File: src/inc/mac_flow_pkg.sv
package mac_flow_pkg;

  // ****************************************
  // Register offsets (byte addresses)
  // ****************************************
  localparam logic [7:0] OFF_HARDWARE_CONFIG_REG = 8'h00;
  localparam logic [7:0] OFF_FLOW = 8'h04;
  localparam logic [7:0] OFF_WAKE_A = 8'h08;
  localparam logic [7:0] OFF_WAKE_B = 8'h0c;
  localparam logic [7:0] OFF_PMT = 8'h10;
  localparam logic [7:0] OFF_WAKE_CAUSE = 8'h14;
  localparam logic [7:0] OFF_STATUS = 8'h18;

  // ****************************************
  // Field positions
  // ****************************************
  localparam int CFG_HALF = 0;
  localparam int CFG_SPEED = 1;
  localparam int CFG_NORETRY = 3;
  localparam int CFG_FCS = 4;
  localparam int CFG_PAD = 5;
  localparam int CFG_STRIP = 6;
  localparam int CFG_BACKOFF_LIMIT_SEL = 8;
  localparam int FLOW_RXEN = 0;
  localparam int FLOW_TXEN = 1;
  localparam int FLOW_FWD = 2;
  localparam int FLOW_FORCE = 3;
  localparam int FLOW_TIME = 16;
  localparam int WAKE_STS = 4;
  localparam int PMT_WOL = 0;
  localparam int PMT_CLR_STS = 1;
  localparam int PMT_CLR_EN = 2;
  localparam int PMT_SUSP = 4;

  // ****************************************
  // Reset values and protocol constants
  // ****************************************
  localparam logic [1:0] SPEED_GIG = 2'h2;
  localparam logic [1:0] RST_SPEED = 2'h0;
  localparam logic [15:0] LFSR_SEED = 16'hace1;
  localparam logic [9:0] SLOT_BITS = 10'h200;
  localparam logic [9:0] JAM_BITS = 10'h020;
  localparam logic [4:0] MAX_ATTEMPTS = 5'h10;
  localparam logic [15:0] CTL_ETHERTYPE = 16'h8808;
  localparam logic [15:0] PAUSE_OPCODE = 16'h0001;
  localparam logic [1:0] RESP_OKAY = 2'h0;
  localparam logic [1:0] RESP_SLVERR = 2'h2;

  typedef enum logic [4:0] {
    TX_IDLE = 5'h01,
    TX_SEND = 5'h02,
    TX_JAM = 5'h04,
    TX_BACKOFF = 5'h08,
    TX_PAUSE = 5'h10
  } tx_state_t;

endpackage

File: src/verilog/mac_flow_wake.sv
// The implementer's own choices: the register addresses and register access over AXI4-Lite.
`timescale 1ns/1ps
`default_nettype none

module mac_flow_wake (
  // Clock, reset, enable
  input wire logic aclk,
  input wire logic aresetn,
  input wire logic ce,
  // AXI4-Lite slave
  input wire logic [7:0] s_axi_awaddr,
  input wire logic s_axi_awvalid,
  output logic s_axi_awready,
  input wire logic [31:0] s_axi_wdata,
  input wire logic [3:0] s_axi_wstrb,
  input wire logic s_axi_wvalid,
  output logic s_axi_wready,
  output logic [1:0] s_axi_bresp,
  output logic s_axi_bvalid,
  input wire logic s_axi_bready,
  input wire logic [7:0] s_axi_araddr,
  input wire logic s_axi_arvalid,
  output logic s_axi_arready,
  output logic [31:0] s_axi_rdata,
  output logic [1:0] s_axi_rresp,
  output logic s_axi_rvalid,
  input wire logic s_axi_rready,
  // PHY side pins (asynchronous)
  input wire logic link_clk,
  input wire logic phy_collision,
  // Transmit datapath and FIFO controller
  input wire logic tx_frame_pending,
  input wire logic tx_frame_end,
  input wire logic pause_frame_sent,
  input wire logic flow_on,
  input wire logic flow_off,
  output logic tx_data_en,
  output logic tx_jam,
  output logic frame_replay_req,
  output logic frame_done_ind,
  output logic pause_frame_req,
  output logic [15:0] pause_frame_time,
  output logic tx_fcs_on,
  output logic tx_pad_on,
  output logic rx_pad_strip,
  output logic half_duplex_active,
  output logic tx_paused,
  // Receive control frame decode
  input wire logic rx_ctl_frame,
  input wire logic rx_da_reserved,
  input wire logic rx_da_unicast,
  input wire logic [15:0] rx_ctl_opcode,
  input wire logic [15:0] rx_pause_quanta,
  output logic rx_forward_ctl,
  // Wake events and power state
  input wire logic [5:0] wake_match,
  input wire logic suspend_enter,
  input wire logic suspend_rx_store,
  input wire logic resume_sig,
  output logic wake_req,
  output logic store_wake_frame,
  output logic normal_state
);

  typedef struct packed {
    logic [2:0] lclk_sync;
    logic [2:0] col_sync;
    logic lclk_level;
    logic col_level;
    mac_flow_pkg::tx_state_t tx_state;
    logic [9:0] bit_cnt;
    logic [4:0] attempts;
    logic [9:0] backoff_left;
    logic [15:0] lfsr;
    logic late;
    logic tx_data_en;
    logic tx_jam;
    logic frame_replay_req;
    logic frame_done_ind;
    logic [8:0] pause_bits;
    logic [15:0] pause_timer;
    logic pause_hold;
    logic [15:0] pause_hold_val;
    logic pause_req_pend;
    logic [15:0] pause_req_val;
    logic pause_frame_req;
    logic [15:0] pause_frame_time;
    logic flow_armed;
    logic rx_forward_ctl;
    logic half_duplex;
    logic [1:0] speed;
    logic retry_disable;
    logic fcs_en;
    logic pad_en;
    logic pad_strip;
    logic [1:0] backoff_limit_sel;
    logic rx_pause_enable;
    logic tx_pause_enable;
    logic forward_pause_enable;
    logic [15:0] pause_time_value;
    logic [5:0] wake_en;
    logic [5:0] wake_sts;
    logic [5:0] wake_cause;
    logic lan_wake_enable;
    logic resume_clears_status;
    logic resume_clears_enables;
    logic suspended;
    logic wake_req;
    logic store_wake_frame;
    logic normal;
    logic awready;
    logic wready;
    logic aw_got;
    logic w_got;
    logic [7:0] waddr;
    logic [31:0] wdata;
    logic [3:0] wstrb;
    logic bvalid;
    logic [1:0] bresp;
    logic arready;
    logic rvalid;
    logic [31:0] rdata;
    logic [1:0] rresp;
  } state_t;

  state_t st;
  state_t next_st;

  // ****************************************
  // Helpers
  // ****************************************
  function automatic logic [31:0] merge(input logic [31:0] old, input logic [31:0] nw, input logic [3:0] strb);
    logic [31:0] r;
    r = old;
    for (int i = 0; i < 4; i++) begin
      if (strb[i]) begin
        r[i*8 +: 8] = nw[i*8 +: 8];
      end
    end
    return r;
  endfunction

  function automatic logic [9:0] backoff_mask(input logic [4:0] tries, input logic [1:0] sel);
    logic [4:0] lim;
    logic [4:0] k;
    case (sel)
      2'h0: lim = 5'h0a;
      2'h1: lim = 5'h08;
      2'h2: lim = 5'h04;
      default: lim = 5'h01;
    endcase
    k = (tries < lim) ? tries : lim;
    return 10'((11'h001 << k) - 11'h001);
  endfunction

  function automatic logic [31:0] read_reg(input state_t s, input logic [7:0] a);
    logic [31:0] r;
    r = 32'h0000_0000;
    case (a)
      mac_flow_pkg::OFF_HARDWARE_CONFIG_REG: begin
        r[mac_flow_pkg::CFG_HALF] = s.half_duplex;
        r[mac_flow_pkg::CFG_SPEED +: 2] = s.speed;
        r[mac_flow_pkg::CFG_NORETRY] = s.retry_disable;
        r[mac_flow_pkg::CFG_FCS] = s.fcs_en;
        r[mac_flow_pkg::CFG_PAD] = s.pad_en;
        r[mac_flow_pkg::CFG_STRIP] = s.pad_strip;
        r[mac_flow_pkg::CFG_BACKOFF_LIMIT_SEL +: 2] = s.backoff_limit_sel;
      end
      mac_flow_pkg::OFF_FLOW: begin
        r[mac_flow_pkg::FLOW_RXEN] = s.rx_pause_enable;
        r[mac_flow_pkg::FLOW_TXEN] = s.tx_pause_enable;
        r[mac_flow_pkg::FLOW_FWD] = s.forward_pause_enable;
        r[mac_flow_pkg::FLOW_FORCE] = s.pause_req_pend;
        r[mac_flow_pkg::FLOW_TIME +: 16] = s.pause_time_value;
      end
      mac_flow_pkg::OFF_WAKE_A: r[7:0] = {s.wake_sts[3:0], s.wake_en[3:0]};
      mac_flow_pkg::OFF_WAKE_B: r[7:0] = {2'h0, s.wake_sts[5:4], 2'h0, s.wake_en[5:4]};
      mac_flow_pkg::OFF_PMT: begin
        r[mac_flow_pkg::PMT_WOL] = s.lan_wake_enable;
        r[mac_flow_pkg::PMT_CLR_STS] = s.resume_clears_status;
        r[mac_flow_pkg::PMT_CLR_EN] = s.resume_clears_enables;
        r[mac_flow_pkg::PMT_SUSP] = s.suspended;
      end
      mac_flow_pkg::OFF_WAKE_CAUSE: r[5:0] = s.wake_cause;
      mac_flow_pkg::OFF_STATUS: r = {s.pause_timer, 3'h0, s.attempts, 3'h0, s.tx_state};
      default: r = 32'h0000_0000;
    endcase
    return r;
  endfunction

  function automatic logic mapped(input logic [7:0] a);
    return (a[1:0] == 2'h0) && (a <= mac_flow_pkg::OFF_STATUS);
  endfunction

  // ****************************************
  // Next state
  // ****************************************
  always_comb begin
    logic bit_tick;
    logic half_eff;
    logic col;
    logic pause_ok;
    logic [5:0] hits;
    logic [31:0] w;
    bit_tick = 1'b0;
    half_eff = 1'b0;
    col = 1'b0;
    pause_ok = 1'b0;
    hits = 6'h00;
    w = 32'h0000_0000;
    next_st = st;
    next_st.frame_replay_req = 1'b0;
    next_st.frame_done_ind = 1'b0;
    next_st.rx_forward_ctl = 1'b0;
    next_st.store_wake_frame = 1'b0;

    // Pins take three stages; a change counts once stages two and three agree
    next_st.lclk_sync = {st.lclk_sync[1:0], link_clk};
    next_st.col_sync = {st.col_sync[1:0], phy_collision};
    if (st.lclk_sync[2] == st.lclk_sync[1]) begin
      next_st.lclk_level = st.lclk_sync[2];
    end
    if (st.col_sync[2] == st.col_sync[1]) begin
      next_st.col_level = st.col_sync[2];
    end
    bit_tick = next_st.lclk_level & ~st.lclk_level;
    half_eff = st.half_duplex && (st.speed != mac_flow_pkg::SPEED_GIG);
    col = st.col_level & half_eff;
    next_st.lfsr = {st.lfsr[14:0], st.lfsr[15] ^ st.lfsr[13] ^ st.lfsr[12] ^ st.lfsr[10]};

    // Pause timer, one decrement per slot of link bit times
    if (bit_tick && (st.pause_timer != 16'h0000)) begin
      next_st.pause_bits = 9'(st.pause_bits + 9'h001);
      if (st.pause_bits == 9'(mac_flow_pkg::SLOT_BITS - 10'h001)) begin
        next_st.pause_timer = 16'(st.pause_timer - 16'h0001);
      end
    end

    // Received control frames are consumed here unless forward_pause_enable is set
    if (rx_ctl_frame) begin
      next_st.rx_forward_ctl = st.forward_pause_enable;
      pause_ok = (rx_da_reserved | rx_da_unicast) && (rx_ctl_opcode == mac_flow_pkg::PAUSE_OPCODE);
      if (pause_ok && st.rx_pause_enable) begin
        if (st.tx_state == mac_flow_pkg::TX_SEND) begin
          next_st.pause_hold = 1'b1;
          next_st.pause_hold_val = rx_pause_quanta;
        end else begin
          next_st.pause_timer = rx_pause_quanta;
          next_st.pause_bits = 9'h000;
        end
      end
    end

    // Transmit sequencing
    case (st.tx_state)
      mac_flow_pkg::TX_IDLE: begin
        if (st.pause_req_pend) begin
          // Control frames bypass the pause inhibit; FCS and pad follow fcs_en and pad_en
          next_st.pause_req_pend = 1'b0;
          next_st.pause_frame_req = 1'b1;
          next_st.pause_frame_time = st.pause_req_val;
          next_st.tx_state = mac_flow_pkg::TX_PAUSE;
        end else if (tx_frame_pending && (st.pause_timer == 16'h0000)) begin
          next_st.tx_state = mac_flow_pkg::TX_SEND;
          next_st.tx_data_en = 1'b1;
          next_st.bit_cnt = 10'h000;
          next_st.late = 1'b0;
          next_st.attempts = 5'h00;
        end
      end
      mac_flow_pkg::TX_SEND: begin
        if (bit_tick && !st.late) begin
          next_st.bit_cnt = 10'(st.bit_cnt + 10'h001);
          next_st.late = (st.bit_cnt == 10'(mac_flow_pkg::SLOT_BITS - 10'h001));
        end
        if (col) begin
          next_st.tx_data_en = 1'b0;
          next_st.tx_jam = 1'b1;
          next_st.bit_cnt = 10'h000;
          next_st.tx_state = mac_flow_pkg::TX_JAM;
        end else if (tx_frame_end) begin
          next_st.tx_data_en = 1'b0;
          next_st.frame_done_ind = 1'b1;
          next_st.tx_state = mac_flow_pkg::TX_IDLE;
        end
      end
      mac_flow_pkg::TX_JAM: begin
        if (bit_tick) begin
          next_st.bit_cnt = 10'(st.bit_cnt + 10'h001);
          if (st.bit_cnt == 10'(mac_flow_pkg::JAM_BITS - 10'h001)) begin
            next_st.tx_jam = 1'b0;
            next_st.attempts = 5'(st.attempts + 5'h01);
            next_st.bit_cnt = 10'h000;
            if (st.retry_disable || st.late || (5'(st.attempts + 5'h01) >= mac_flow_pkg::MAX_ATTEMPTS)) begin
              next_st.frame_done_ind = 1'b1;
              next_st.tx_state = mac_flow_pkg::TX_IDLE;
            end else begin
              next_st.frame_replay_req = 1'b1;
              next_st.backoff_left = st.lfsr[9:0] &
                backoff_mask(5'(st.attempts + 5'h01), st.backoff_limit_sel);
              next_st.tx_state = mac_flow_pkg::TX_BACKOFF;
            end
          end
        end
      end
      mac_flow_pkg::TX_BACKOFF: begin
        if (st.backoff_left == 10'h000) begin
          next_st.tx_state = mac_flow_pkg::TX_SEND;
          next_st.tx_data_en = 1'b1;
          next_st.late = 1'b0;
          next_st.bit_cnt = 10'h000;
        end else if (bit_tick) begin
          next_st.bit_cnt = 10'(st.bit_cnt + 10'h001);
          if (st.bit_cnt == 10'(mac_flow_pkg::SLOT_BITS - 10'h001)) begin
            next_st.bit_cnt = 10'h000;
            next_st.backoff_left = 10'(st.backoff_left - 10'h001);
          end
        end
      end
      mac_flow_pkg::TX_PAUSE: begin
        if (pause_frame_sent) begin
          next_st.pause_frame_req = 1'b0;
          next_st.tx_state = mac_flow_pkg::TX_IDLE;
        end
      end
      default: begin
        next_st.tx_state = mac_flow_pkg::TX_IDLE;
        next_st.tx_data_en = 1'b0;
        next_st.tx_jam = 1'b0;
      end
    endcase
    if ((next_st.tx_state != mac_flow_pkg::TX_SEND) && st.pause_hold) begin
      next_st.pause_hold = 1'b0;
      next_st.pause_timer = st.pause_hold_val;
      next_st.pause_bits = 9'h000;
    end

    // Automatic pause generation with hysteresis
    // Placed after the idle state's take so a same-cycle request is not lost
    if (st.tx_pause_enable) begin
      if (flow_on && st.flow_armed) begin
        next_st.pause_req_pend = 1'b1;
        next_st.pause_req_val = st.pause_time_value;
        next_st.flow_armed = 1'b0;
      end else if (flow_off && !st.flow_armed) begin
        next_st.pause_req_pend = 1'b1;
        next_st.pause_req_val = 16'h0000;
        next_st.flow_armed = 1'b1;
      end
    end

    // Power state
    if (suspend_enter) begin
      next_st.suspended = 1'b1;
    end

    // AXI write: address and data taken in either order
    if (s_axi_awvalid && st.awready) begin
      next_st.aw_got = 1'b1;
      next_st.waddr = s_axi_awaddr;
    end
    if (s_axi_wvalid && st.wready) begin
      next_st.w_got = 1'b1;
      next_st.wdata = s_axi_wdata;
      next_st.wstrb = s_axi_wstrb;
    end
    if (st.aw_got && st.w_got && !st.bvalid) begin
      next_st.aw_got = 1'b0;
      next_st.w_got = 1'b0;
      next_st.bvalid = 1'b1;
      next_st.bresp = mapped(st.waddr) ? mac_flow_pkg::RESP_OKAY : mac_flow_pkg::RESP_SLVERR;
      w = merge(read_reg(st, st.waddr), st.wdata, st.wstrb);
      case (st.waddr)
        mac_flow_pkg::OFF_HARDWARE_CONFIG_REG: begin
          next_st.half_duplex = w[mac_flow_pkg::CFG_HALF] && (w[mac_flow_pkg::CFG_SPEED +: 2] != mac_flow_pkg::SPEED_GIG);
          next_st.speed = w[mac_flow_pkg::CFG_SPEED +: 2];
          next_st.retry_disable = w[mac_flow_pkg::CFG_NORETRY];
          next_st.fcs_en = w[mac_flow_pkg::CFG_FCS];
          next_st.pad_en = w[mac_flow_pkg::CFG_PAD];
          next_st.pad_strip = w[mac_flow_pkg::CFG_STRIP];
          next_st.backoff_limit_sel = w[mac_flow_pkg::CFG_BACKOFF_LIMIT_SEL +: 2];
        end
        mac_flow_pkg::OFF_FLOW: begin
          next_st.rx_pause_enable = w[mac_flow_pkg::FLOW_RXEN];
          next_st.tx_pause_enable = w[mac_flow_pkg::FLOW_TXEN];
          next_st.forward_pause_enable = w[mac_flow_pkg::FLOW_FWD];
          next_st.pause_time_value = w[mac_flow_pkg::FLOW_TIME +: 16];
          if (st.wstrb[0] && st.wdata[mac_flow_pkg::FLOW_FORCE]) begin
            next_st.pause_req_pend = 1'b1;
            next_st.pause_req_val = w[mac_flow_pkg::FLOW_TIME +: 16];
          end
        end
        mac_flow_pkg::OFF_WAKE_A: begin
          next_st.wake_en[3:0] = w[3:0];
          if (st.wstrb[0]) begin
            next_st.wake_sts[3:0] = st.wake_sts[3:0] & ~st.wdata[7:4];
          end
        end
        mac_flow_pkg::OFF_WAKE_B: begin
          next_st.wake_en[5:4] = w[1:0];
          if (st.wstrb[0]) begin
            next_st.wake_sts[5:4] = st.wake_sts[5:4] & ~st.wdata[5:4];
          end
        end
        mac_flow_pkg::OFF_PMT: begin
          next_st.lan_wake_enable = w[mac_flow_pkg::PMT_WOL];
          next_st.resume_clears_status = w[mac_flow_pkg::PMT_CLR_STS];
          next_st.resume_clears_enables = w[mac_flow_pkg::PMT_CLR_EN];
        end
        mac_flow_pkg::OFF_WAKE_CAUSE: begin
          if (st.wstrb[0]) begin
            next_st.wake_cause = st.wake_cause & ~st.wdata[5:0];
          end
        end
        default: begin
        end
      endcase
    end
    if (st.bvalid && s_axi_bready) begin
      next_st.bvalid = 1'b0;
    end
    next_st.awready = !next_st.aw_got && !next_st.bvalid;
    next_st.wready = !next_st.w_got && !next_st.bvalid;

    // Resume clears, then hardware wake events set; a set wins over any clear
    if (resume_sig) begin
      if (st.resume_clears_status) begin
        next_st.wake_sts = 6'h00;
      end
      if (st.resume_clears_enables) begin
        next_st.wake_en = 6'h00;
      end
      next_st.suspended = 1'b0;
      next_st.wake_req = 1'b0;
    end
    hits = wake_match & st.wake_en;
    if (st.lan_wake_enable && (st.wake_en != 6'h00) && st.suspended && (hits != 6'h00)) begin
      next_st.wake_sts = next_st.wake_sts | hits;
      next_st.wake_cause = next_st.wake_cause | hits;
      next_st.wake_req = 1'b1;
      next_st.store_wake_frame = suspend_rx_store;
    end
    next_st.normal = !next_st.suspended;

    // AXI read
    if (s_axi_arvalid && st.arready) begin
      next_st.rvalid = 1'b1;
      next_st.rdata = read_reg(st, s_axi_araddr);
      next_st.rresp = mapped(s_axi_araddr) ? mac_flow_pkg::RESP_OKAY : mac_flow_pkg::RESP_SLVERR;
    end else if (st.rvalid && s_axi_rready) begin
      next_st.rvalid = 1'b0;
    end
    next_st.arready = !next_st.rvalid;
  end

  // ****************************************
  // State register
  // ****************************************
  always_ff @(posedge aclk) begin
    if (!aresetn) begin
      st <= '0;
      st.tx_state <= mac_flow_pkg::TX_IDLE;
      st.lfsr <= mac_flow_pkg::LFSR_SEED;
      st.speed <= mac_flow_pkg::RST_SPEED;
      st.fcs_en <= 1'b1;
      st.pad_en <= 1'b1;
      st.flow_armed <= 1'b1;
      st.normal <= 1'b1;
    end else if (ce) begin
      st <= next_st;
    end
  end

  // ****************************************
  // Outputs, all straight from the state register
  // ****************************************
  assign s_axi_awready = st.awready;
  assign s_axi_wready = st.wready;
  assign s_axi_bvalid = st.bvalid;
  assign s_axi_bresp = st.bresp;
  assign s_axi_arready = st.arready;
  assign s_axi_rvalid = st.rvalid;
  assign s_axi_rdata = st.rdata;
  assign s_axi_rresp = st.rresp;
  assign tx_data_en = st.tx_data_en;
  assign tx_jam = st.tx_jam;
  assign frame_replay_req = st.frame_replay_req;
  assign frame_done_ind = st.frame_done_ind;
  assign pause_frame_req = st.pause_frame_req;
  assign pause_frame_time = st.pause_frame_time;
  assign tx_fcs_on = st.fcs_en;
  assign tx_pad_on = st.pad_en;
  assign rx_pad_strip = st.pad_strip;
  assign half_duplex_active = st.half_duplex;
  assign tx_paused = st.pause_req_pend;
  assign rx_forward_ctl = st.rx_forward_ctl;
  assign wake_req = st.wake_req;
  assign store_wake_frame = st.store_wake_frame;
  assign normal_state = st.normal;

endmodule

`default_nettype wire

File: config.mk
export PLATFORM = sky130hd
export DESIGN_NAME = mac_flow_wake
export DESIGN_NICKNAME = d
export VERILOG_FILES = /design/src/inc/mac_flow_pkg.sv /design/src/verilog/mac_flow_wake.sv
export SDC_FILE = /design/constraint.sdc
export NUM_CORES = 1
export LEC_CHECK = 0
export BUFFER_PORTS_ARGS = -buffer_cell sky130_fd_sc_hd__buf_2
export CORE_MARGIN = 8
export CORE_UTILIZATION = 55
export CTS_CLUSTER_SIZE = 20
export DETAILED_ROUTE_END_ITERATION = 8
export HOLD_SLACK_MARGIN = 0.05
export PLACE_DENSITY = 0.77
export RECOVER_POWER = 100
export SLEW_MARGIN = 15
export SYNTH_ARGS = -nofsm -noshare
export SYNTH_HDL_FRONTEND = slang
export SYNTH_SLANG_ARGS = --single-unit
File: constraint.sdc
create_clock -name aclk -period 7.05 [get_ports aclk]
set_input_delay 0.3525 -clock aclk [delete_from_list [all_inputs] [get_ports aclk]]
set_output_delay 0.3525 -clock aclk [all_outputs]
set_load 0.1 [all_outputs]
Yosys cells after proc, flatten, opt, wreduce, memory -nomap -nowiden

Cells that the tools add are included.

Register bits after elaboration: 277
Output and inout port bits: 71
Input port bits: 111
Logic and storage cells: 324

Bitwise gates (word level): 19
$lt $le $gt $ge: 4
Reductions and logical operators: 79
Shift-type cells: 1
Mux-type cells: 112
Eq/ne operators: 45
Add/subtract/negate cells: 6

Operator list:

| kind                                                 | number |
|---|---|
| 2-to-1 mux 17 bit                                    | 8 |
| 2-to-1 mux 10 bit                                    | 9 |
| 2-to-1 mux 42 bit                                    | 2 |
| 2-to-1 mux 30 bit                                    | 2 |
| 2-to-1 mux 25 bit                                    | 2 |
| 2-to-1 mux 5 bit                                     | 10 |
| equality test 8 x 5 -> 1 bit (second input constant) | 6 |
| case mux 3 bit (7 select lines)                      | 2 |
| case mux 10 bit (4 select lines)                     | 1 |
| equality test 8 x 4 -> 1 bit (second input constant) | 4 |
| case mux 16 bit (2 select lines)                     | 1 |
| inequality test 2 bit (second input constant)        | 14 |
| 2-to-1 mux 26 bit                                    | 1 |
| logical AND 1 bit                                    | 25 |
| case mux 5 bit (5 select lines)                      | 1 |
| 2-to-1 mux 12 bit                                    | 2 |
| 2-to-1 mux 6 bit                                     | 4 |
| 2-to-1 mux 1 bit                                     | 22 |
| 2-to-1 mux 2 bit                                     | 11 |
| 2-to-1 mux 21 bit                                    | 1 |
| 2-to-1 mux 20 bit                                    | 1 |
| case mux 10 bit (2 select lines)                     | 1 |
| AND reduction 4 bit                                  | 5 |
| subtractor 10 x 1 -> 10 bit (second input constant)  | 2 |
| 70 further kinds                                     | 129 |

Logic depth before layout (Yosys ltp)

Gate-level depths: netlist of the first run.

Word-level depth: 20
Mapped depth: 15
Depth with buffers taken out: 13

Least setup slack after synthesis of the first run

No wires, ideal clock.

Kind: reg-to-reg
From: reg st[251] (netlist name)
To: reg st[247] (netlist name)
Stages on the path, launching flop included: 14
Path slack: 3.877 ns
Arrival time: 3.098 ns
Required time: 6.975 ns
Setup time: 0.075 ns
Cells stage by stage: dfxtp_1 buf_2 nand3_1 xnor2_1 ha_1 o21a_1 a2111oi_2 a41oi_1 ha_1 inv_1 nand4_1 o311ai_0 a211oi_1 o22ai_1

Longest elaborated chain between the ends: 10
Elaborated cells on any way between the ends: 14
Classes of those cells: add/sub (2); order compare (2); eq/ne (1); shift (1); mux (5); bitwise (1); reduce/logical (2)

Ends and longest elaborated chain:

| what                             | RTL line                                   | RTL |
|---|---|---|
| start, declared                  | mac_flow_wake.sv:126                       | `state_t st;` |
| start signal, assigned           | mac_flow_wake.sv:470                       | `st <= next_st;` |
| adder 5 x 1 -> 5 bit (*)         | mac_flow_wake.sv:294, mac_flow_wake.sv:300 |  |
| less-than comparator 5 bit       | mac_flow_wake.sv:152                       | `k = (tries < lim) ? tries : lim;` |
| 2-to-1 mux 5 bit                 | mac_flow_wake.sv:152                       |  |
| left shift 1 x 5 -> 10 bit       | mac_flow_wake.sv:153                       | `return 10'((11'h001 << k) - 11'h001);` |
| subtractor 10 x 1 -> 10 bit      | mac_flow_wake.sv:153                       |  |
| AND 10 bit                       | mac_flow_wake.sv:299                       | `next_st.backoff_left = st.lfsr[9:0] &` |
| 2-to-1 mux 10 bit                | mac_flow_wake.sv:294                       | `if (st.retry_disable \|\| st.late \|\| (5'(st.attempts + 5'h01) >= mac_flow_pkg::MAX_ATTEMPTS)) begin` |
| 2-to-1 mux 30 bit                | mac_flow_wake.sv:290                       | `if (st.bit_cnt == 10'(mac_flow_pkg::JAM_BITS - 10'h001)) begin` |
| 2-to-1 mux 30 bit                | mac_flow_wake.sv:288                       | `if (bit_tick) begin` |
| case mux 10 bit (2 select lines) | mac_flow_wake.sv:255                       | `case (st.tx_state)` |

Mark *: on every way between the ends. The rest lies on a longest branch, timed or not. The select of a mux whose other input is x is not followed.
A chain may end at the register's enable or synchronous reset.

==> results of run 1 <==
[sequential cells by signal, summed over array words and instances, names as in the netlist, 16 cells and up]
register,flops
pause_frame_time,16
st,181
s_axi_rdata,29
next_st,19
[cells by family (layout without fill, tap and decap cells)]
logic type	Yosys count	count (layout)
AOI/OAI and AO/OA	401	401
DFF	266	266
muxes	82	82
adders and majority gates	9	9
buffers and inverters	184	305
other	1	5
xor gates and xnor gates	24	24
and+or+nand+nor	669	669
[area by class of cell]
| class | instances | area, sq um | area share (%) |
|---|---|---|---|
| clock buffer | 35 | 787 | 5.12 |
| clock inverter | 17 | 206 | 1.34 |
| inverter | 25 | 98.8 | 0.643 |
| multi-input combinational | 1190 | 7240 | 47.1 |
| sequential | 266 | 5330 | 34.6 |
| tap | 324 | 405 | 2.64 |
| timing repair buffer | 228 | 1310 | 8.55 |
[worst max-delay path by stage]
stage                 start      end  cells past startpoint
finish              aresetn  st[212]                      8
global placement    st[251]  st[247]                     12
detailed placement  st[251]  st[247]                     12
CTS                 st[251]  st[247]                     12
global route        aresetn  st[196]                      8
floorplan           st[251]  st[247]                     13
[cell usage in the layout (no fill, tap or decap), types with 8 or more instances in the layout]
cell type | Yosys | routed
xor2_1 | 10 | 10
nand2_1 | 226 | 226
and3_1 | 21 | 21
nand4_1 | 29 | 29
o211ai_1 | 21 | 22
buf_2 | 18 | 103
a22o_1 | 9 | 9
nor3_1 | 48 | 47
nor2_1 | 156 | 156
o21a_1 | 8 | 8
a32oi_1 | 8 | 8
and2_1 | 10 | 10
clkbuf_1 | 77 | 69
xnor2_1 | 14 | 14
a31oi_1 | 18 | 18
or3_1 | 13 | 13
mux2i_1 | 72 | 72
a221oi_1 | 21 | 21
a211o_1 | 8 | 8
nand3b_1 | 10 | 10
ha_1 | 9 | 9
clkinv_2 | 0 | 9
clkbuf_16 | 0 | 28
nor4_1 | 16 | 16
nor2b_1 | 13 | 13
dlygate4sd3_1 | 0 | 47
a21oi_1 | 137 | 137
inv_1 | 24 | 23
buf_4 | 54 | 9
nand3_1 | 70 | 69
dfxtp_1 | 266 | 266
a222oi_1 | 16 | 16
a211oi_1 | 9 | 10
a22oi_1 | 10 | 10
o21ai_0 | 53 | 54
[worst max-delay path, delay by kind of cell]
kind	cells	cell delay (ns)
AO/OA/AOI/OAI	1	0.09
buffers and inverters	5	4.42
AND/OR/NAND/NOR	2	0.81
[per-layer routing]
layer / GRT usage (%) / wire (um)
met2: 41.5 / 18300
met4: 10.3 / 1480
met3: 5.86 / 3830
met5: 0 / 22
met1: 33.2 / 16900
[power breakdown]
part           switching (mW)  total (mW)  internal (mW)
registers              0.0305        1.56           1.53
logic                   0.206       0.299         0.0933
clock network           0.635        1.57          0.939
total                   0.872        3.43           2.56
[repair_timing]
item,in CTS,in global routing
hold buffers,47,0
endpoints found under the hold margin,47,0
resized for setup,0,0
==> results.toml, run 1 <==
[status]
status = "finished, violations left"
failed_checks = "capacitance limit, slew limit"

[worst_setup_path]
reg2reg_slack_ns = 2.17
slowest_stage = "clkbuf_1"
r2r-start = "st[251]"
r2r_cells = 12
cp_data_arrival_time_ns = 5.74
crit_path_start_kind = "primary input"
crit_fanout = 106
cpPeakStageDelay_ns = 1.90
worstSetupEndpointType = "register"
crit_required_ns = 7.50
critPathKind = "primary input to register"
rr_endpoint = "st[247]"
crit_chain = "buf_2 > clkbuf_1 > inv_6 > clkbuf_2 > nor2_1 > buf_4 > nand2_1 > o311ai_0"

[timing]
tns_ns = 0
fin_crit_sh_pct = 75.1
slew_viol_final = 182
fin_ws_ns = 1.75
rsz0062_at_grt = "false"
whs_ns = 0.0594
hold_violations = 0
period_needed_ns = 5.30
clock_skew_ns = 0.0137
setup_viol = 0
max_freq_mhz = 189
relSlewSlack_pct = -78.9
tightest_slew_ns = 2.68

[synth]
post_synth_main_area_contributors = "dfxtp_1, nand2_1, mux2i_1, a21oi_1, nor2_1"
synthAdderAreaFrac_pct = 0.835
synth_top_family_by_area = "simple AND/OR/NAND/NOR gates"
async_flop_share_pct = 0
ys_seq_elements = 266
synth_cell_types = 100
synth_edf_count = 0
ys_top_cells_by_count = "dfxtp_1, nand2_1, nor2_1"
netlist_area_sq_um = 13500
seq_area_frac_synth_pct = 39.5
synthMuxAreaShare_pct = 6.51
synth_most_common_cell = "dfxtp_1"
synth_compound_gate_area_share_pct = 20.3
synth_cells = 1636
syn_avg_cell_area_sq_um = 8.24
synth_ff_type = "dfxtp_1"
synth_xor_area_share_pct = 1.56
yosysTopAreaCell = "dfxtp_1"
yosys.area_share.simple_pct = 24.4
yosysTopAreaCellShare_pct = 39.5
ys_warn_count = 0

[global_route]
track_usage_pct = 25.9
grt_max_degree = 107
grt_pass1_vias = 12400
antenna_found_initial = 2
gr-total-overflow = 0
grt_pass1_wl_um = 65200

[place]
placed_area_sq_um = 14000
port_buffers = 170
gp_congestion = 0.958
dp_hpwl_um = 28400
place_ws_ns = 2.97
placedCellCount = 1986

[layout]
area_growth_pct = 14.0
antennaDiodeCount = 0
postLayoutCoreUtil_pct = 63.6
layout.cells.non_filler = 2085
nets = 1859
fillerInstances = 2110
layout-drive-gt1-share_pct = 11.5
stdcell_area_sq_um = 15400

[floorplan]
pin_count = 182
core_area_sq_um = 24200
dieArea_sq_um = 29800
row_count = 57
start_util_pct = 55.8
die_w_um = 173
fp.dieH_um = 173

[power]
p_leak_nw = 5.77
p_per_area_nw_per_um2 = 223
ir_worst_vdd_mv = 0.243
power_mw = 3.43

[clock_network]
clockBufferDepth = 3
cts_root_buf = "clkbuf_16"
cts.clk_slew.worst_paths_ns = 0.06
clkSinkCount = 266
postCtsSetupRepairBufs = 0
htreeDepth = 1
cts_tree = "built"
clk_latency_ns = 0.56
cts_buffers = 28

[detailed_routing]
antenna_left = 0
dr.pass1.iters = 6
drtIter0Drc = 1065
via_count = 12900
wl_per_cell_um = 19.5
wl_um = 40600
via_per_inst = 6.21
drc_errors = 0

[flow_run]
maxCapViolCount = 4

[worst_hold_path]
min_path_cells = 3
hp-start = "s_axi_wdata[20]"
holdPathEnd = "st[63]"
hold_path_class = "primary input to register"
Note: power is estimated with default switching activity, not from simulation.
==> run 2, diff against run 1 <==
Settings changed: ABC_AREA set to 1, CORE_UTILIZATION 55 to 53.
Clock period 7.05 ns to 4.5 ns, I/O delays scaled along.
==> results.toml, run 2 <==
[layout]
regMostFlops = "st"
fillerInstances = 2404
ff_latch_area_sq_um = 5330
largest_reg_flops = 181
final_cell_mix = "nand2_1, inv_1, dfxtp_1"
layout-drive-gt1-share_pct = 9.53
layout_commonest_cell = "nand2_1"
layout.cells.non_filler = 2509
multi_input_area_sq_um = 6520
area_growth_pct = 16.0
postLayoutCoreUtil_pct = 62.0
nets = 2269

[clock_network]
htreeDepth = 1
clk_latency_ns = 0.57
clockBufferDepth = 3
cts_tree = "built"
cts_buffers = 29
postCtsSetupRepairBufs = 0
clkSinkCount = 266
cts.clk_slew.worst_paths_ns = 0.06
cts-resized-gates = 0
cts_root_buf = "clkbuf_16"

[synth]
ys_seq_elements = 266
async_flop_share_pct = 0
yosysTopAreaCell = "dfxtp_1"
seq_area_frac_synth_pct = 38.7
ys_top_cells_by_count = "nand2_1, inv_1, dfxtp_1"
synth_edf_count = 0
post_synth_main_area_contributors = "dfxtp_1, nand2_1, o21ai_0, inv_1, a21oi_1"
synth_ff_type = "dfxtp_1"
yosysTopAreaCellShare_pct = 38.7
synth_cells = 2002
synth_most_common_cell = "nand2_1"
netlist_area_sq_um = 13800
ys_warn_count = 0
synth_cell_types = 58
syn_avg_cell_area_sq_um = 6.88

[worst_setup_path]
crit_path_start_kind = "primary input"
r2r-start = "st[268]"
cp_data_arrival_time_ns = 3.89
worstSetupEndpointType = "register"
slowest_stage = "clkbuf_1"
rr_endpoint = "st[182]"
crit_fanout = 58
reg2reg_slack_ns = 1.16
critPathKind = "primary input to register"
crit_chain = "clkbuf_1 > inv_1 > clkbuf_1 > nor3_1 > clkbuf_1 > inv_2 > a21oi_1"
r2r_cells = 6
crit_required_ns = 4.87
cp_common_cell = "clkbuf_1"
cpPeakStageDelay_ns = 2.09

[global_route]
antenna_found_initial = 3
grt_pass1_vias = 13400
met2_usage_pct = 44.3
grt_pass1_wl_um = 68800
grtUsageMet3_pct = 3.95
busiest_layer = "met2"
grt_max_degree = 94
track_usage_pct = 26.6
grt.met1_usage_pct = 34.2
gr-total-overflow = 0

[timing]
fin_ws_ns = 0.974
tns_ns = 0
rsz0062_at_grt = "false"
setup_viol = 0
max_freq_mhz = 284
relSlewSlack_pct = -99.0
period_needed_ns = 3.53
hold_violations = 0
slew_viol_final = 194
tightest_slew_ns = 2.98
clock_skew_ns = 0.0175
fin_crit_sh_pct = 78.4

[worst_hold_path]
holdPathEnd = "st[94]"
hold_path_class = "primary input to register"
hp-start = "wake_match[0]"
min_path_cells = 5

[detailed_routing]
via_count = 14200
wl_um = 43100
dr.pass1.iters = 5
antenna_left = 0
via_per_inst = 5.65
drc_errors = 0
drtIter0Drc = 1300
wl_per_cell_um = 17.2

[floorplan]
fp.dieH_um = 177
pin_count = 182
dieArea_sq_um = 31400
row_count = 59
die_w_um = 177
core_area_sq_um = 25800
start_util_pct = 53.5

[status]
status = "finished, violations left"
failed_checks = "capacitance limit, slew limit"

[flow_run]
maxCapViolCount = 4

[power]
ir_worst_vdd_mv = 0.261
p_leak_nw = 6.92
p_per_area_nw_per_um2 = 366

[place]
placedCellCount = 2385
gp_congestion = 0.955
dp_hpwl_um = 30100
port_buffers = 170
place_ws_ns = 1.66
-- run 2: cell type report --
class,count,area share [%]
clock inverter,16,1.74
multi-input combinational,1309,40.8
tap,335,2.62
clock buffer,37,5.11
timing repair buffer,250,9.45
inverter,293,6.91
sequential,266,33.3
antenna,3,0.0470
-- run 2: power by group --
group          switching (mW)  total (mW)  internal (mW)
clock network            1.01        2.70           1.68
registers              0.0492        2.46           2.41
logic                   0.488       0.690          0.202
total                    1.55        5.85           4.30
-- run 2: how the worst max path moves through the flow --
stage | from | to
global route | ce | pause_frame_req
global placement | st[251] | st[243]
finish | ce | pause_frame_req
floorplan | st[251] | st[240]
detailed placement | st[251] | st[243]
CTS | st[251] | st[243]
-- run 2: worst max-delay path, delay by kind of cell --
kind,cells,cell delay (ns)
AO/OA/AOI/OAI,1,0.11
buffers and inverters,5,3.20
AND/OR/NAND/NOR,1,0.26
-- run 2: per-stage QoR --
stage / total power, mW / cell area [sq um] / hold WS (ns)
6_report: 5.85 / 16000 / 0.0632
3_3_place_gp: 3.14 / 14400 / 0.436
3_5_place_dp: 3.15 / 14400 / 0.438
2_1_floorplan: 2.99 / 13800 / 0.353
5_1_grt: 6.03 / 16000 / 0.0834
4_1_cts: 5.87 / 16200 / 0.0521
-- run 2: routing by layer --
layer	up-vias	wire [um]
met3	91	3510
li1	6854	-
met2	597	20100
met5	-	0
met1	6644	18200
met4	0	1350
-- run 2: what timing repair did --
item                                    CTS  global route
hold buffers                             68             0
endpoints found under the setup margin    0             0
hold endpoints to repair                 76             0
-- run 2: kinds of logic after synthesis --
logic type,share of synthesized area (%)
XOR/XNOR,1.14
buffers and inverters,13.6
AO/OA/AOI/OAI,22.2
flip-flops,38.7
other,0.0272
AND/OR/NAND/NOR,23.6
adder cells (fa/ha/maj),0.817
==> run 3, diff against run 2 <==
Clock period 4.5 ns to 3 ns, I/O delays scaled along.
==> results.toml, run 3 (synthesized netlist as in run 2, its figures left out) <==
[status]
status = "finished, final reports clean"

[worst_setup_path]
crit_required_ns = 3.51
rr_endpoint = "st[240]"
slowest_stage = "clkbuf_1"
cp_data_arrival_time_ns = 3.43
r2r_cells = 15
reg2reg_slack_ns = 0.20
r2r-start = "st[249]"
critPathKind = "primary input to register"
worstSetupEndpointType = "register"
crit_path_start_kind = "primary input"
cp_common_cell = "clkbuf_1"
crit_fanout = 22
critPathBufInv = 5
critPathTopFamily = "buffers and inverters"
cpPeakStageDelay_ns = 0.69
crit_chain = "clkbuf_1 > clkbuf_1 > nand3_1 > clkinv_1 > clkbuf_2 > o21ai_0 > a31oi_1 > dlygate4sd3_1"

[layout]
layout_commonest_cell = "nand2_1"
nets = 2300
area_growth_pct = 17.9
ff_latch_area_sq_um = 5330
fillerInstances = 2368
postLayoutCoreUtil_pct = 63.1
layout-drive-gt1-share_pct = 10.8
multi_input_area_sq_um = 6530
layout.cells.non_filler = 2539
final_cell_mix = "nand2_1, inv_1, dfxtp_1"
largest_reg_flops = 181
regMostFlops = "st"

[floorplan]
fp.dieH_um = 177
row_count = 59
die_w_um = 177
dieArea_sq_um = 31400
core_area_sq_um = 25800
start_util_pct = 53.5
pin_count = 182

[timing]
slew_viol_final = 0
max_freq_mhz = 343
hold_violations = 0
period_needed_ns = 2.91
tns_ns = 0
relSlewSlack_pct = 9.81
clock_skew_ns = 0.0280
whs_ns = 0.0733
setup_viol = 0
tightest_slew_ns = 1.35
fin_crit_sh_pct = 97.1

[detailed_routing]
via_count = 14400
wl_um = 44100
drc_errors = 0
antenna_left = 0
dr.pass1.iters = 6
wl_per_cell_um = 17.3
via_per_inst = 5.65
drtIter0Drc = 1354

[clock_network]
clkSinkCount = 266
clockBufferDepth = 3
cts.clk_slew.worst_paths_ns = 0.06
cts_buffers = 30
htreeDepth = 1
clk_latency_ns = 0.58
cts_tree = "built"
cts_root_buf = "clkbuf_16"

[global_route]
gr-total-overflow = 0
track_usage_pct = 27.1
grt_pass1_vias = 13600
grt_pass1_wl_um = 69800
grt_max_degree = 125
antenna_found_initial = 1

[worst_hold_path]
hold_path_class = "primary input to register"
min_path_cells = 5
hp-start = "pause_frame_sent"
holdPathEnd = "st[264]"

[place]
placedCellCount = 2397
gp_congestion = 0.969
port_buffers = 170
dp_hpwl_um = 30800

[power]
ir_worst_vdd_mv = 0.419
p_per_area_nw_per_um2 = 536
p_leak_nw = 7.10

[flow_run]
maxCapViolCount = 0
==> run 3: cell count changes in the layout (fill, tap and decap cells not counted), sizes merged <==
cell	change
clkinv	+2
bufinv	-2
dlygate4sd3	+14
buf	+13
clkinvlp	-1
clkbuf	+6
diode	-2
==> run 3: layer usage <==
layer  GRT usage [%]  wire length (um)  up-vias
met5               0                 0        -
li1                -                 -     6917
met1            34.8             18700     6670
met3            3.69              3510      114
met4            10.2              1520        0
met2            45.3             20400      656
==> run 3: worst min-delay path: stages <==
cell      delay (ns)
buf_2           0.12
nand2_1         0.06
o211ai_1        0.08
nor3_1          0.07
o21ai_0         0.13
==> run 3: final cells by class <==
class                           count  area share (%)
Multi-Input combinational cell   1309            40.2
Clock inverter                     15            1.43
Antenna cell                        1          0.0154
Inverter                          293            6.78
Clock buffer                       40            5.22
Tap cell                          335            2.58
Sequential cell                   266            32.8
Timing Repair Buffer              280            11.0
==> run 3: worst max path at each step <==
| stage | start | depth (start not counted) | to | slack [ns] |
|---|---|---|---|---|
| after floorplan | st[251] | 17 | st[240] | 0.51 |
| after global placement | st[249] | 20 | st[245] | 0.25 |
| after detailed placement | st[251] | 17 | st[240] | 0.14 |
| after CTS | st[251] | 17 | st[240] | 0.12 |
| after global routing | st[251] | 20 | st[243] | -0.02 |
| final | ce | 8 | s_axi_rresp[1] | 0.09 |
==> run 3: what timing repair did <==
| item | CTS | global route |
|---|---|---|
| setup buffers | 0 | 4 |
| endpoints found under the setup margin | 0 | 5 |
| hold buffers | 82 | 0 |
| gates resized for setup | 0 | 4 |
| hold endpoints to repair | 93 | 0 |
==> run 3: power breakdown <==
group	internal [mW]	switching, mW	total [mW]
clock	2.42	1.54	3.95
sequential	3.62	0.0715	3.69
combinational	0.324	0.738	1.06
==> run 3: through the flow <==
stage | power [mW] | area [sq um] | setup slack (ns)
after floorplan | 4.49 | 13800 | 0.506
after global placement | 4.71 | 14500 | 0.252
after detailed placement | 4.73 | 14500 | 0.143
after CTS | 8.73 | 16400 | 0.123
after global routing | 9.01 | 16200 | -0.0234
final | 8.71 | 16200 | 0.0878
